==> config.mk <==
export PLATFORM = sky130hd
export DESIGN_NAME = tlc_lane_ctrl
export DESIGN_NICKNAME = d
export VERILOG_FILES = /design/src/tlc_pkg.sv /design/src/tlc_fifo.sv /design/src/tlc_lane_ctrl.sv
export SDC_FILE = /design/constraint.sdc
export NUM_CORES = 1
export LEC_CHECK = 0
export BUFFER_PORTS_ARGS = -buffer_cell sky130_fd_sc_hd__buf_2
export CAP_MARGIN = 20
export CORE_MARGIN = 2
export CORE_UTILIZATION = 53
export CTS_CLUSTER_DIAMETER = 150
export CTS_CLUSTER_SIZE = 30
export DETAILED_ROUTE_END_ITERATION = 10
export PLACE_DENSITY = 0.72
export SKIP_CTS_REPAIR_TIMING = 1
export SYNTH_ARGS = -nofsm -noshare
export SYNTH_HDL_FRONTEND = slang
export SYNTH_HIERARCHICAL = 1
export SYNTH_SLANG_ARGS = --single-unit
==> constraint.sdc <==
create_clock -name i_clock -period 3.7 [get_ports i_clock]
set_input_delay 0.185 -clock i_clock [delete_from_list [all_inputs] [get_ports i_clock]]
set_output_delay 0.185 -clock i_clock [all_outputs]
set_load 0.01 [all_outputs]
==> src/tlc_pkg.sv <==
// Purpose: Constants shared by the transmit lane control register bank and its datapath.
// Assumes: Word-addressed 32-bit register port, one clock, asynchronous active-high reset.
`default_nettype none
package tlc_pkg;
   localparam int unsigned TLC_DATA_W = 32;
   localparam int unsigned TLC_ADDR_W = 8;
   // Word indices; the lane 0 register sits at byte 0x4, one word above the common one.
   localparam logic [7:0] TLC_IDX_COMMON = 8'h00;
   localparam logic [7:0] TLC_IDX_LANE0 = 8'h01;
   // Common register fields.
   localparam int unsigned TLC_CMN_BYTE_REV_BIT = 0;
   localparam int unsigned TLC_CMN_BIT_REV_BIT = 1;
   localparam int unsigned TLC_CMN_SPARE_BIT = 2;
   // Lane register fields.
   localparam int unsigned TLC_LANE_INVERT_BIT = 0;
   localparam int unsigned TLC_LANE_POWER_OFF_BIT = 1;
   localparam int unsigned TLC_LANE_SPARE_LSB = 2;
   localparam int unsigned TLC_LANE_SPARE_W = 8;
   // Reset values.
   localparam logic TLC_CMN_SPARE_RST = 1'h0;
   localparam logic [7:0] TLC_LANE_SPARE_RST = 8'h00;
   localparam logic TLC_LANE_POWER_OFF_RST = 1'h0;
   localparam logic TLC_LANE_INVERT_RST = 1'h0;
   localparam logic [31:0] TLC_READ_ZERO = 32'h00000000;
   // Datapath defaults.
   localparam int unsigned TLC_PAR_W = 40;
   localparam int unsigned TLC_FIFO_DEPTH = 32;
   localparam int unsigned TLC_OCTETS = 4;
   localparam int unsigned TLC_LANES = 1;
endpackage
`default_nettype wire

==> src/tlc_fifo.sv <==
// Purpose: Synchronous first-in first-out buffer with valid and ready on both sides.
// Assumes: Depth is a power of two.
// Notes: The read side shows the head entry combinationally while it is not empty.
`timescale 1ns/1ps
`default_nettype none
module tlc_fifo #(
   parameter int unsigned WIDTH = 40,
   parameter int unsigned DEPTH = 32
) (
   input wire logic i_clock,
   input wire logic i_rst,
   input wire logic i_in_valid,
   output logic o_in_ready,
   input wire logic [WIDTH-1:0] i_in_data,
   output logic o_out_valid,
   input wire logic i_out_ready,
   output logic [WIDTH-1:0] o_out_data
);
   localparam int unsigned PTR_W = $clog2(DEPTH);

   logic [WIDTH-1:0] mem [DEPTH];
   logic [PTR_W:0] wr_ptr_reg;
   logic [PTR_W:0] rd_ptr_reg;
   logic full;
   logic empty;
   logic do_write;
   logic do_read;

   // The extra pointer bit tells a full buffer from an empty one.
   assign full = (wr_ptr_reg[PTR_W] != rd_ptr_reg[PTR_W]) &&
                 (wr_ptr_reg[PTR_W-1:0] == rd_ptr_reg[PTR_W-1:0]);
   assign empty = (wr_ptr_reg == rd_ptr_reg);
   assign o_in_ready = !full;
   assign o_out_valid = !empty;
   assign o_out_data = mem[rd_ptr_reg[PTR_W-1:0]];
   assign do_write = i_in_valid && !full;
   assign do_read = i_out_ready && !empty;

   always_ff @(posedge i_clock) begin
      if (do_write) begin
         mem[wr_ptr_reg[PTR_W-1:0]] <= i_in_data;
      end
   end

   always_ff @(posedge i_clock or posedge i_rst) begin
      if (i_rst) begin
         wr_ptr_reg <= '0;
      end else if (do_write) begin
         wr_ptr_reg <= wr_ptr_reg + 1'b1;
      end
   end

   always_ff @(posedge i_clock or posedge i_rst) begin
      if (i_rst) begin
         rd_ptr_reg <= '0;
      end else if (do_read) begin
         rd_ptr_reg <= rd_ptr_reg + 1'b1;
      end
   end
endmodule
`default_nettype wire

==> src/tlc_lane_ctrl.sv <==
// Purpose: Transmit lane control registers and the lane 0 transmit word reorder path.
// Assumes: Register port is word addressed with single-cycle writes and one-cycle read latency.
// Notes: Order settings are build-time parameters; lanes above 0 keep power-off low.
`timescale 1ns/1ps
`default_nettype none
module tlc_lane_ctrl #(
   parameter logic BIT_REVERSE = 1'b1,
   parameter logic BYTE_REVERSE = 1'b1,
   parameter int unsigned PAR_W = tlc_pkg::TLC_PAR_W,
   parameter int unsigned FIFO_DEPTH = tlc_pkg::TLC_FIFO_DEPTH,
   parameter int unsigned LANES = tlc_pkg::TLC_LANES
) (
   input wire logic i_clock,
   input wire logic i_rst,
   input wire logic [tlc_pkg::TLC_ADDR_W-1:0] i_address,
   input wire logic i_write,
   input wire logic [tlc_pkg::TLC_DATA_W-1:0] i_writedata,
   input wire logic i_read,
   output logic [tlc_pkg::TLC_DATA_W-1:0] o_readdata,
   output logic o_readdatavalid,
   output logic [LANES-1:0] o_lane_power_off,
   input wire logic i_tx_valid,
   output logic o_tx_ready,
   input wire logic [PAR_W-1:0] i_tx_data,
   output logic o_tx_valid,
   input wire logic i_tx_ready,
   output logic [PAR_W-1:0] o_tx_data
);
   import tlc_pkg::*;

   localparam int unsigned SYM_W = PAR_W / TLC_OCTETS;
   localparam int unsigned LVL_W = $clog2(FIFO_DEPTH) + 1;

   logic common_lane_spare_reg;
   logic [TLC_LANE_SPARE_W-1:0] lane0_spare_reg;
   logic lane0_power_off_reg;
   logic lane0_invert_reg;
   logic [TLC_DATA_W-1:0] common_lane_control;
   logic [TLC_DATA_W-1:0] lane_zero_control;
   logic [TLC_DATA_W-1:0] read_next;
   logic wr_common;
   logic wr_lane0;
   logic [TLC_DATA_W-1:0] readdata_reg;
   logic readdatavalid_reg;
   logic [LANES-1:0] power_off_reg;

   logic fifo_in_ready;
   logic fifo_out_valid;
   logic fifo_out_ready;
   logic [PAR_W-1:0] fifo_out_data;
   logic [PAR_W-1:0] octet_word;
   logic [PAR_W-1:0] mirror_word;
   logic [PAR_W-1:0] tx_next;
   logic tx_valid_reg;
   logic [PAR_W-1:0] tx_data_reg;
   logic tx_ready_reg;
   logic fifo_wr;
   logic fifo_rd;
   logic [LVL_W-1:0] level_reg;
   logic [LVL_W-1:0] level_next;

   // Register port.

   // Writes land on the same edge that presents them; there is never a wait.
   assign wr_common = i_write && (i_address == TLC_IDX_COMMON);
   assign wr_lane0 = i_write && (i_address == TLC_IDX_LANE0);

   // Only the spare bit of the common word is writable; the order bits are constants.
   always_ff @(posedge i_clock or posedge i_rst) begin
      if (i_rst) begin
         common_lane_spare_reg <= TLC_CMN_SPARE_RST;
      end else if (wr_common) begin
         common_lane_spare_reg <= i_writedata[TLC_CMN_SPARE_BIT];
      end
   end

   always_ff @(posedge i_clock or posedge i_rst) begin
      if (i_rst) begin
         lane0_spare_reg <= TLC_LANE_SPARE_RST;
      end else if (wr_lane0) begin
         lane0_spare_reg <= i_writedata[TLC_LANE_SPARE_LSB +: TLC_LANE_SPARE_W];
      end
   end

   always_ff @(posedge i_clock or posedge i_rst) begin
      if (i_rst) begin
         lane0_power_off_reg <= TLC_LANE_POWER_OFF_RST;
      end else if (wr_lane0) begin
         lane0_power_off_reg <= i_writedata[TLC_LANE_POWER_OFF_BIT];
      end
   end

   always_ff @(posedge i_clock or posedge i_rst) begin
      if (i_rst) begin
         lane0_invert_reg <= TLC_LANE_INVERT_RST;
      end else if (wr_lane0) begin
         lane0_invert_reg <= i_writedata[TLC_LANE_INVERT_BIT];
      end
   end

   // Read images; anything not assigned here is reserved and stays zero.
   always_comb begin
      common_lane_control = TLC_READ_ZERO;
      common_lane_control[TLC_CMN_BYTE_REV_BIT] = BYTE_REVERSE;
      common_lane_control[TLC_CMN_BIT_REV_BIT] = BIT_REVERSE;
      common_lane_control[TLC_CMN_SPARE_BIT] = common_lane_spare_reg;
   end

   always_comb begin
      lane_zero_control = TLC_READ_ZERO;
      lane_zero_control[TLC_LANE_INVERT_BIT] = lane0_invert_reg;
      lane_zero_control[TLC_LANE_POWER_OFF_BIT] = lane0_power_off_reg;
      lane_zero_control[TLC_LANE_SPARE_LSB +: TLC_LANE_SPARE_W] = lane0_spare_reg;
   end

   // Unmapped words read as zero and writes to them are dropped without error.
   always_comb begin
      read_next = TLC_READ_ZERO;
      case (i_address)
         TLC_IDX_COMMON: begin
            read_next = common_lane_control;
         end
         TLC_IDX_LANE0: begin
            read_next = lane_zero_control;
         end
         default: begin
            read_next = TLC_READ_ZERO;
         end
      endcase
   end

   always_ff @(posedge i_clock or posedge i_rst) begin
      if (i_rst) begin
         readdata_reg <= TLC_READ_ZERO;
      end else if (i_read) begin
         readdata_reg <= read_next;
      end
   end

   always_ff @(posedge i_clock or posedge i_rst) begin
      if (i_rst) begin
         readdatavalid_reg <= 1'b0;
      end else begin
         readdatavalid_reg <= i_read;
      end
   end

   assign o_readdata = readdata_reg;
   assign o_readdatavalid = readdatavalid_reg;

   // Power-off vector. Lanes above 0 have no register here and hold normal mode.
   // The transport layer and the reset controller read this to shed lanes.
   always_ff @(posedge i_clock or posedge i_rst) begin
      if (i_rst) begin
         power_off_reg <= '0;
      end else begin
         power_off_reg <= '0;
         power_off_reg[0] <= lane0_power_off_reg;
      end
   end

   assign o_lane_power_off = power_off_reg;

   // Transmit path: buffer, reorder, invert, then a registered output stage.

   tlc_fifo #(
      .WIDTH(PAR_W),
      .DEPTH(FIFO_DEPTH)
   ) u_fifo (
      .i_clock(i_clock),
      .i_rst(i_rst),
      .i_in_valid(fifo_wr),
      .o_in_ready(fifo_in_ready),
      .i_in_data(i_tx_data),
      .o_out_valid(fifo_out_valid),
      .i_out_ready(fifo_out_ready),
      .o_out_data(fifo_out_data)
   );

   // A word is taken only while the registered ready is high, so valid with ready is the
   // whole handshake and a source that holds its word until then never loses one.
   assign fifo_wr = i_tx_valid && tx_ready_reg && fifo_in_ready;
   assign fifo_rd = fifo_out_ready && fifo_out_valid;

   // Ready comes from a flip-flop, so it is worked out from the fill level after this edge.
   always_comb begin
      level_next = level_reg;
      if (fifo_wr && !fifo_rd) begin
         level_next = level_reg + 1'b1;
      end else if (fifo_rd && !fifo_wr) begin
         level_next = level_reg - 1'b1;
      end
   end

   always_ff @(posedge i_clock or posedge i_rst) begin
      if (i_rst) begin
         level_reg <= '0;
      end else begin
         level_reg <= level_next;
      end
   end

   always_ff @(posedge i_clock or posedge i_rst) begin
      if (i_rst) begin
         tx_ready_reg <= 1'b0;
      end else begin
         tx_ready_reg <= (level_next < FIFO_DEPTH);
      end
   end

   assign o_tx_ready = tx_ready_reg;

   // The same order settings serve every lane, so the reorder is built once, in the lane 0 path.
   genvar g;
   generate
      for (g = 0; g < TLC_OCTETS; g++) begin : g_octet
         // Octet g moves to slot 3-g when byte reversal is built in.
         assign octet_word[g*SYM_W +: SYM_W] = BYTE_REVERSE ?
            fifo_out_data[(TLC_OCTETS-1-g)*SYM_W +: SYM_W] :
            fifo_out_data[g*SYM_W +: SYM_W];
      end
      for (g = 0; g < PAR_W; g++) begin : g_mirror
         // Bit g swaps with bit PAR_W-1-g for MSB-first serialization.
         assign mirror_word[g] = BIT_REVERSE ? octet_word[PAR_W-1-g] : octet_word[g];
      end
   endgenerate

   assign tx_next = lane0_invert_reg ? ~mirror_word : mirror_word;

   // Output stage loads whenever it is empty or its word is being taken.
   assign fifo_out_ready = !tx_valid_reg || i_tx_ready;

   always_ff @(posedge i_clock or posedge i_rst) begin
      if (i_rst) begin
         tx_valid_reg <= 1'b0;
      end else if (fifo_out_ready) begin
         tx_valid_reg <= fifo_out_valid;
      end
   end

   always_ff @(posedge i_clock or posedge i_rst) begin
      if (i_rst) begin
         tx_data_reg <= '0;
      end else if (fifo_out_ready && fifo_out_valid) begin
         tx_data_reg <= tx_next;
      end
   end

   assign o_tx_valid = tx_valid_reg;
   assign o_tx_data = tx_data_reg;
endmodule
`default_nettype wire

==> run metrics, run 1 <==
status=complete, but fails checks; failing checks=negative hold slack; initial detailed-routing violation count=approximately 2600; Synth Instances=2527; drt wl/cell=28.6 um; setup TNS=0 ns; core area=around 98000 um^2; Critical Path End Type=register; worst min-delay path category=input port to register; Area contributors post-synth=edfxtp_1 (73%), mux4_2 (10%), dfrtp_1 (4.0%); post-synthesis register bit count=between 1000 and 1500; post-synth top area share=73.2%; WP data required=roughly 4 ns; Clock Path Buffers=3; ys flop type=edfxtp_1; total power=roughly 38 mW; cell family with most CP delay=buffers and inverters; Post-Syn Area=about 52000 um^2; worst-path fanout max=12; RSZ-0062 raised after global routing=false; Placer Congestion=0.763; final worst slack=between 0.2 and 0.3 ns; Clk Latency, worst-skew pair=approximately 0.66 ns; final hold violation count=12; Remaining DRCs=0; Max-Cap Viols=0; die area=102000 um^2; CTS H-tree depth=2; Synth cell types=51; VDD IR max=649 uV; Avg Cell Area, Syn=20.8 um^2; Ports=162; Post-synth EDFFs=1280; dpl ws=approximately 0.37 ns; Synth area leader=edfxtp_1; nets=2774; initial core utilization=53.4%; clk root buf=clkbuf_16; endpoints failing setup=0; die width=319 um; Relative slew margins=29.6%; vias in the first global route=25359; Synth-to-Final Area Change=9.05%; Buf+Inv Stages, Crit Path=4; Most Frequent Cell on Critical Path=buf_4; TritonCTS clock tree=built; Pre-antenna DRT Iters=5; ys async rst share=just over 6%; first-pass GRT wire length=between 150000 and 200000 um; routed wire length=115000 um; sequential element share of the synthesized area=about 77%; crit path cell chain=xor2_1 > nor3_1 > nand2_1 > nand3_1 > inv_1 > o41a_1 > buf_4 > nand2_2 > buf_4 > nor2_4 > buf_4; Final ANT Viol Nets=0; DP HPWL=64700 um; GRT Total Usage=22.4%; largest net degree at the start of global routing=101; startpoint types=register; Worst-Margin Slew=1.06 ns; hold slack final=-0.00614 ns; Max Slew Vio Count=0; vias per inst=about 6.4; clock skew=0.0172 ns; Worst-path clk slew=0.11 ns; height of the die=319 um; Ant. Diodes=0; YS warnings=6; initial antenna violation count=5; critical path arrival=roughly 3.8 ns; gr ovfl total=0; final period utilization=91.9%; P_leak=18.3 nW; CP peak stage delay=approximately 0.59 ns; I/O Buffers=around 120; TritonCTS Buffers=51; PwrDens=663 nW/um^2; fmax=294 MHz; vias=25469; CP max-delay cell=dfrtp_4; fillers=6900; max reg flops=1280; min Tclk post-route=3.40 ns; Setup Crit Path Kind=register to register; fraction of layout cells with a size suffix above 1=21.6%; Rows=115; # clock sinks=1363
[cells in the final DEF, fill, tap and decap left out, drive strengths merged, types with 27 or more instances in the layout]
cell	synthesis	routed
o221ai	41	41
dfrtp	83	83
a211oi	41	41
dlygate4sd3	0	27
xnor2	50	50
nor2	39	39
buf	112	220
a22oi	121	121
o22ai	47	47
mux4	240	240
mux2i	160	160
clkbuf	57	91
edfxtp	1280	1280
a21oi	44	44
o21ai	46	46
nand2	62	62
[layer usage]
layer  share of wire [%]  wire [um]  global-route usage (%)
met1                  40      46400                    31.8
met3                 7.2       8230                    2.84
met2                  50      57300                    37.6
met5               0.024         27                       0
met4                 2.3       2670                    5.23
[power breakdown]
group          leakage, nW  internal [mW]  switching, mW  total [mW]
clock network        0.709           2.72           4.31        7.04
logic                 5.00           5.26           7.10        12.4
registers             12.6           18.0          0.510        18.5
[worst register-to-register path: cells and delay by family (launching register included)]
| family | cells | cell delay (ns) |
|---|---|---|
| AND/OR/NAND/NOR | 5 | 0.78 |
| buffers and inverters | 4 | 0.90 |
| XOR/XNOR | 1 | 0.37 |
| AO/OA/AOI/OAI | 1 | 0.41 |
| flip-flops | 1 | 0.59 |
[metrics by stage]
step	util, %	instances	hold slack (ns)	cell area (um^2)
after global placement	56.4	3886	0.263	55500
after floorplan	-	2548	0.0497	52600
after detailed placement	56.4	3886	0.253	55500
after global routing	58.2	4008	0.000118	57200
final	58.2	4008	-0.00614	57200
after CTS	58.0	3981	-0.462	57000
[cell type report]
| cell class | instances | area (um^2) | share of cell area [%] |
|---|---|---|---|
| repair buffers | 247 | 2230 | 3.90 |
| clock buffers | 91 | 1450 | 2.53 |
| flip-flops and latches | 1363 | 40500 | 70.8 |
| inverters | 21 | 81.3 | 0.142 |
| clock inverters | 4 | 50.0 | 0.0874 |
| multi-input cells | 995 | 11300 | 19.7 |
| well taps | 1287 | 1610 | 2.81 |
[path summary, 6_finish.rpt]
| kind | depth (start not counted) | slack [ns] | from | endpoint |
|---|---|---|---|---|
| min | 1 | -0.006 | i_tx_data[3] | u_fifo/mem[2][3] |
| min reg2reg | 0 | 0.43 | lane0_power_off_reg | o_lane_power_off |
| max in group asynchronous | 4 | 2.56 | i_rst | o_tx_data[22] |
| max reg2reg | 11 | 0.30 | u_fifo/rd_ptr_reg[1] | u_fifo/mem[28][26] |
| min in group asynchronous | 3 | 0.12 | i_rst | u_fifo/wr_ptr_reg[4] |
| max | 11 | 0.30 | u_fifo/rd_ptr_reg[1] | u_fifo/mem[28][26] |
[cells by family after synthesis]
kind of cell               count (synthesis)  share of synthesized area, %
DFF                                     1363                          77.2
muxes                                    413                          13.6
xor gates and xnor gates                  58                         0.996
AOI/OAI and AO/OA                        353                          4.66
other                                      1                       0.00714
adders and majority gates                  9                         0.215
buffers and inverters                    190                          1.99
and+or+nand+nor                          140                          1.32
[Yosys cell counts (all sizes together) (39+ instances only)]
library cell and instances:
xnor2 50, o22ai 47, buf 112, mux4 240
o21ai 46, a21oi 44, dfrtp 83, clkbuf 57
nor2 39, a22oi 121, edfxtp 1280, o221ai 41
a211oi 41, nand2 62, mux2i 160
Power figures use the tool's default switching activity.
==> inputs of run 2 (changes only) <==
==> constraint.sdc (replaced) <==
create_clock -name i_clock -period 3.7 [get_ports i_clock]
set_input_delay 0.74 -clock i_clock [delete_from_list [all_inputs] [get_ports i_clock]]
set_output_delay 0.74 -clock i_clock [all_outputs]
set_load 0.01 [all_outputs]
==> run 2 against run 1 <==
  * Critical endpoint is now u_fifo/mem[9][25]
  * First-iteration DRC count is 0.50% higher
  * Clock power is essentially flat
  * Clock skew is 0.0073 ns higher
  * Combinational power about the same
  * Worst setup slack improved by 0.21 ns
  * Cell area down 0.35%
  * Sequential share of layout area increased by 0.25 points
  * Clock-buffer cell count stayed put
  * Flip-flop and latch count unchanged
  * The flow now finishes without violations
  * Highest routed layer unchanged
==> run metrics, run 2 (synthesis gave the netlist of run 1 again) <==
vias in the first global route=25759 (+1.6%); fmax=313 MHz (+6.5%); worst-path fanout max=33 (+21); Rows=115 (unchanged); hold slack final=0.101 ns (+0.107 ns); Util after Layout=58.0% (-0.20 points); r2r startpoint=u_fifo/rd_ptr_reg[3]; I/O Buffers=117 (unchanged); Reg-to-Reg End=u_fifo/mem[9][25]; PwrDens=666 nW/um^2 (+0.52%); setup TNS=0 ns (unchanged); die width=319 um (unchanged); max reg flops=1280 (unchanged); Final ANT Viol Nets=0 (unchanged); flop2flop setup slack=0.51 ns (+0.21 ns); status=finished, final reports clean; routed wire length=116000 um (+1.6%); end of the critical path=u_fifo/mem[9][25]; Max-Cap Viols=0 (unchanged); Pre-antenna DRT Iters=5 (unchanged); fraction of layout cells with a size suffix above 1=22.0% (+0.35 points); total power=38.0 mW (+0.17%); fillers=6941 (+0.59%); final hold violation count=0 (-12); initial detailed-routing violation count=2626 (+0.50%); initial antenna violation count=4 (-1); Synth-to-Final Area Change=8.66%; multi-input logic area=11300 um^2 (unchanged); height of the die=319 um (unchanged); endpoints failing setup=0 (unchanged); Placed Instance Area=55600 um^2 (+0.17%); drt wl/cell=29.2 um (+2.1%); Ports=162 (unchanged); final period utilization=86.3% (-5.6 points); CTS H-tree depth=2 (unchanged); design area=57000 um^2 (-0.35%); TritonCTS Buffers=51 (unchanged); first-pass GRT wire length=172000 um (+2.3%); Max Slew Vio Count=0 (unchanged); startpoint types=register; clk root buf=clkbuf_16; Relative slew margins=28.4% (-1.3 points); WP data required=4.05 ns (about the same); Worst-path clk slew=0.12 ns (about the same); Critical Path End Type=register; most frequent cells in the layout=edfxtp_1 (1280), mux4_2 (240), mux2i_1 (160); Setup Crit Path Kind=register to register; DP HPWL=66200 um (+2.2%); core area=98300 um^2 (unchanged); RSZ-0062 raised after global routing=false; largest net degree at the start of global routing=112 (+11%); min Tclk post-route=3.19 ns (-0.208 ns); worst min-delay path category=input port to async pin; critical path arrival=3.54 ns (-0.21 ns); VDD IR max=770 uV (+19%); vias=25507 (+0.15%); gr ovfl total=0 (unchanged); TritonCTS clock tree=built; final worst slack=0.508 ns (+0.208 ns); vias per inst=6.40 (+0.65%); Cell Count, Final, Fillers Out=3988 (-0.50%); # clock sinks=1363 (unchanged); Worst-Margin Slew=1.07 ns (+0.0193 ns); initial core utilization=53.4% (unchanged); Placer Congestion=0.774 (+1.6%); GRT Total Usage=23.0% (+0.53 points); Clk Latency, worst-skew pair=0.67 ns (about the same); commonest non-fill, non-tap cell in the layout=edfxtp_1; clock skew=0.0244 ns (+0.00726 ns); Remaining DRCs=0 (unchanged); nets=2753 (-0.76%); FF-to-FF path depth=10 (-1); Reg area=40500 um^2 (unchanged); P_leak=18.2 nW (-0.53%); crit path launch=u_fifo/rd_ptr_reg[3]; Cells after DPL=3892 (+0.15%); Clock Path Buffers=3 (unchanged); dpl ws=0.489 ns (+0.123 ns); die area=102000 um^2 (unchanged)
==> run 2: worst min path at each step <==
stage | end | slack [ns] | depth (start not counted)
floorplan | o_lane_power_off | 0.36 | 0
global placement | o_lane_power_off | 0.38 | 0
detailed placement | o_lane_power_off | 0.38 | 0
CTS | u_fifo/rd_ptr_reg[5] | 0.08 | 2
global route | u_fifo/rd_ptr_reg[3] | 0.11 | 2
finish | u_fifo/rd_ptr_reg[3] | 0.10 | 2
==> run 2: where the power goes <==
part,internal (mW),switching [mW]
Combinational,5.30,7.14
Clock,2.68,4.34
Sequential,18.0,0.504
==> run 2: metal layers <==
layer	track usage, %	wire length (um)
met3	3.00	8520
met1	32.3	46700
met2	38.4	58300
met5	0	9
met4	6.13	2960
==> run 2: critical path: stages, from the launching register on <==
cell and delay, ns:
dfrtp_1 0.60, xnor2_2 0.22, nand3_2 0.14, nor3_1 0.09, nand2_1 0.09, nand3_1 0.11, inv_1 0.09, o41a_1 0.39
nand2_2 0.37, nor2_4 0.39, buf_12 0.31
==> run 2: layout make-up <==
type / instances / share of cell area, %
Clock inverter: 4 / 0.0746
Antenna cell: 1 / 0.00439
Multi-Input combinational cell: 995 / 19.8
Clock buffer: 91 / 2.50
Timing Repair Buffer: 226 / 3.60
Sequential cell: 1363 / 71.1
Inverter: 21 / 0.143
Tap cell: 1287 / 2.82
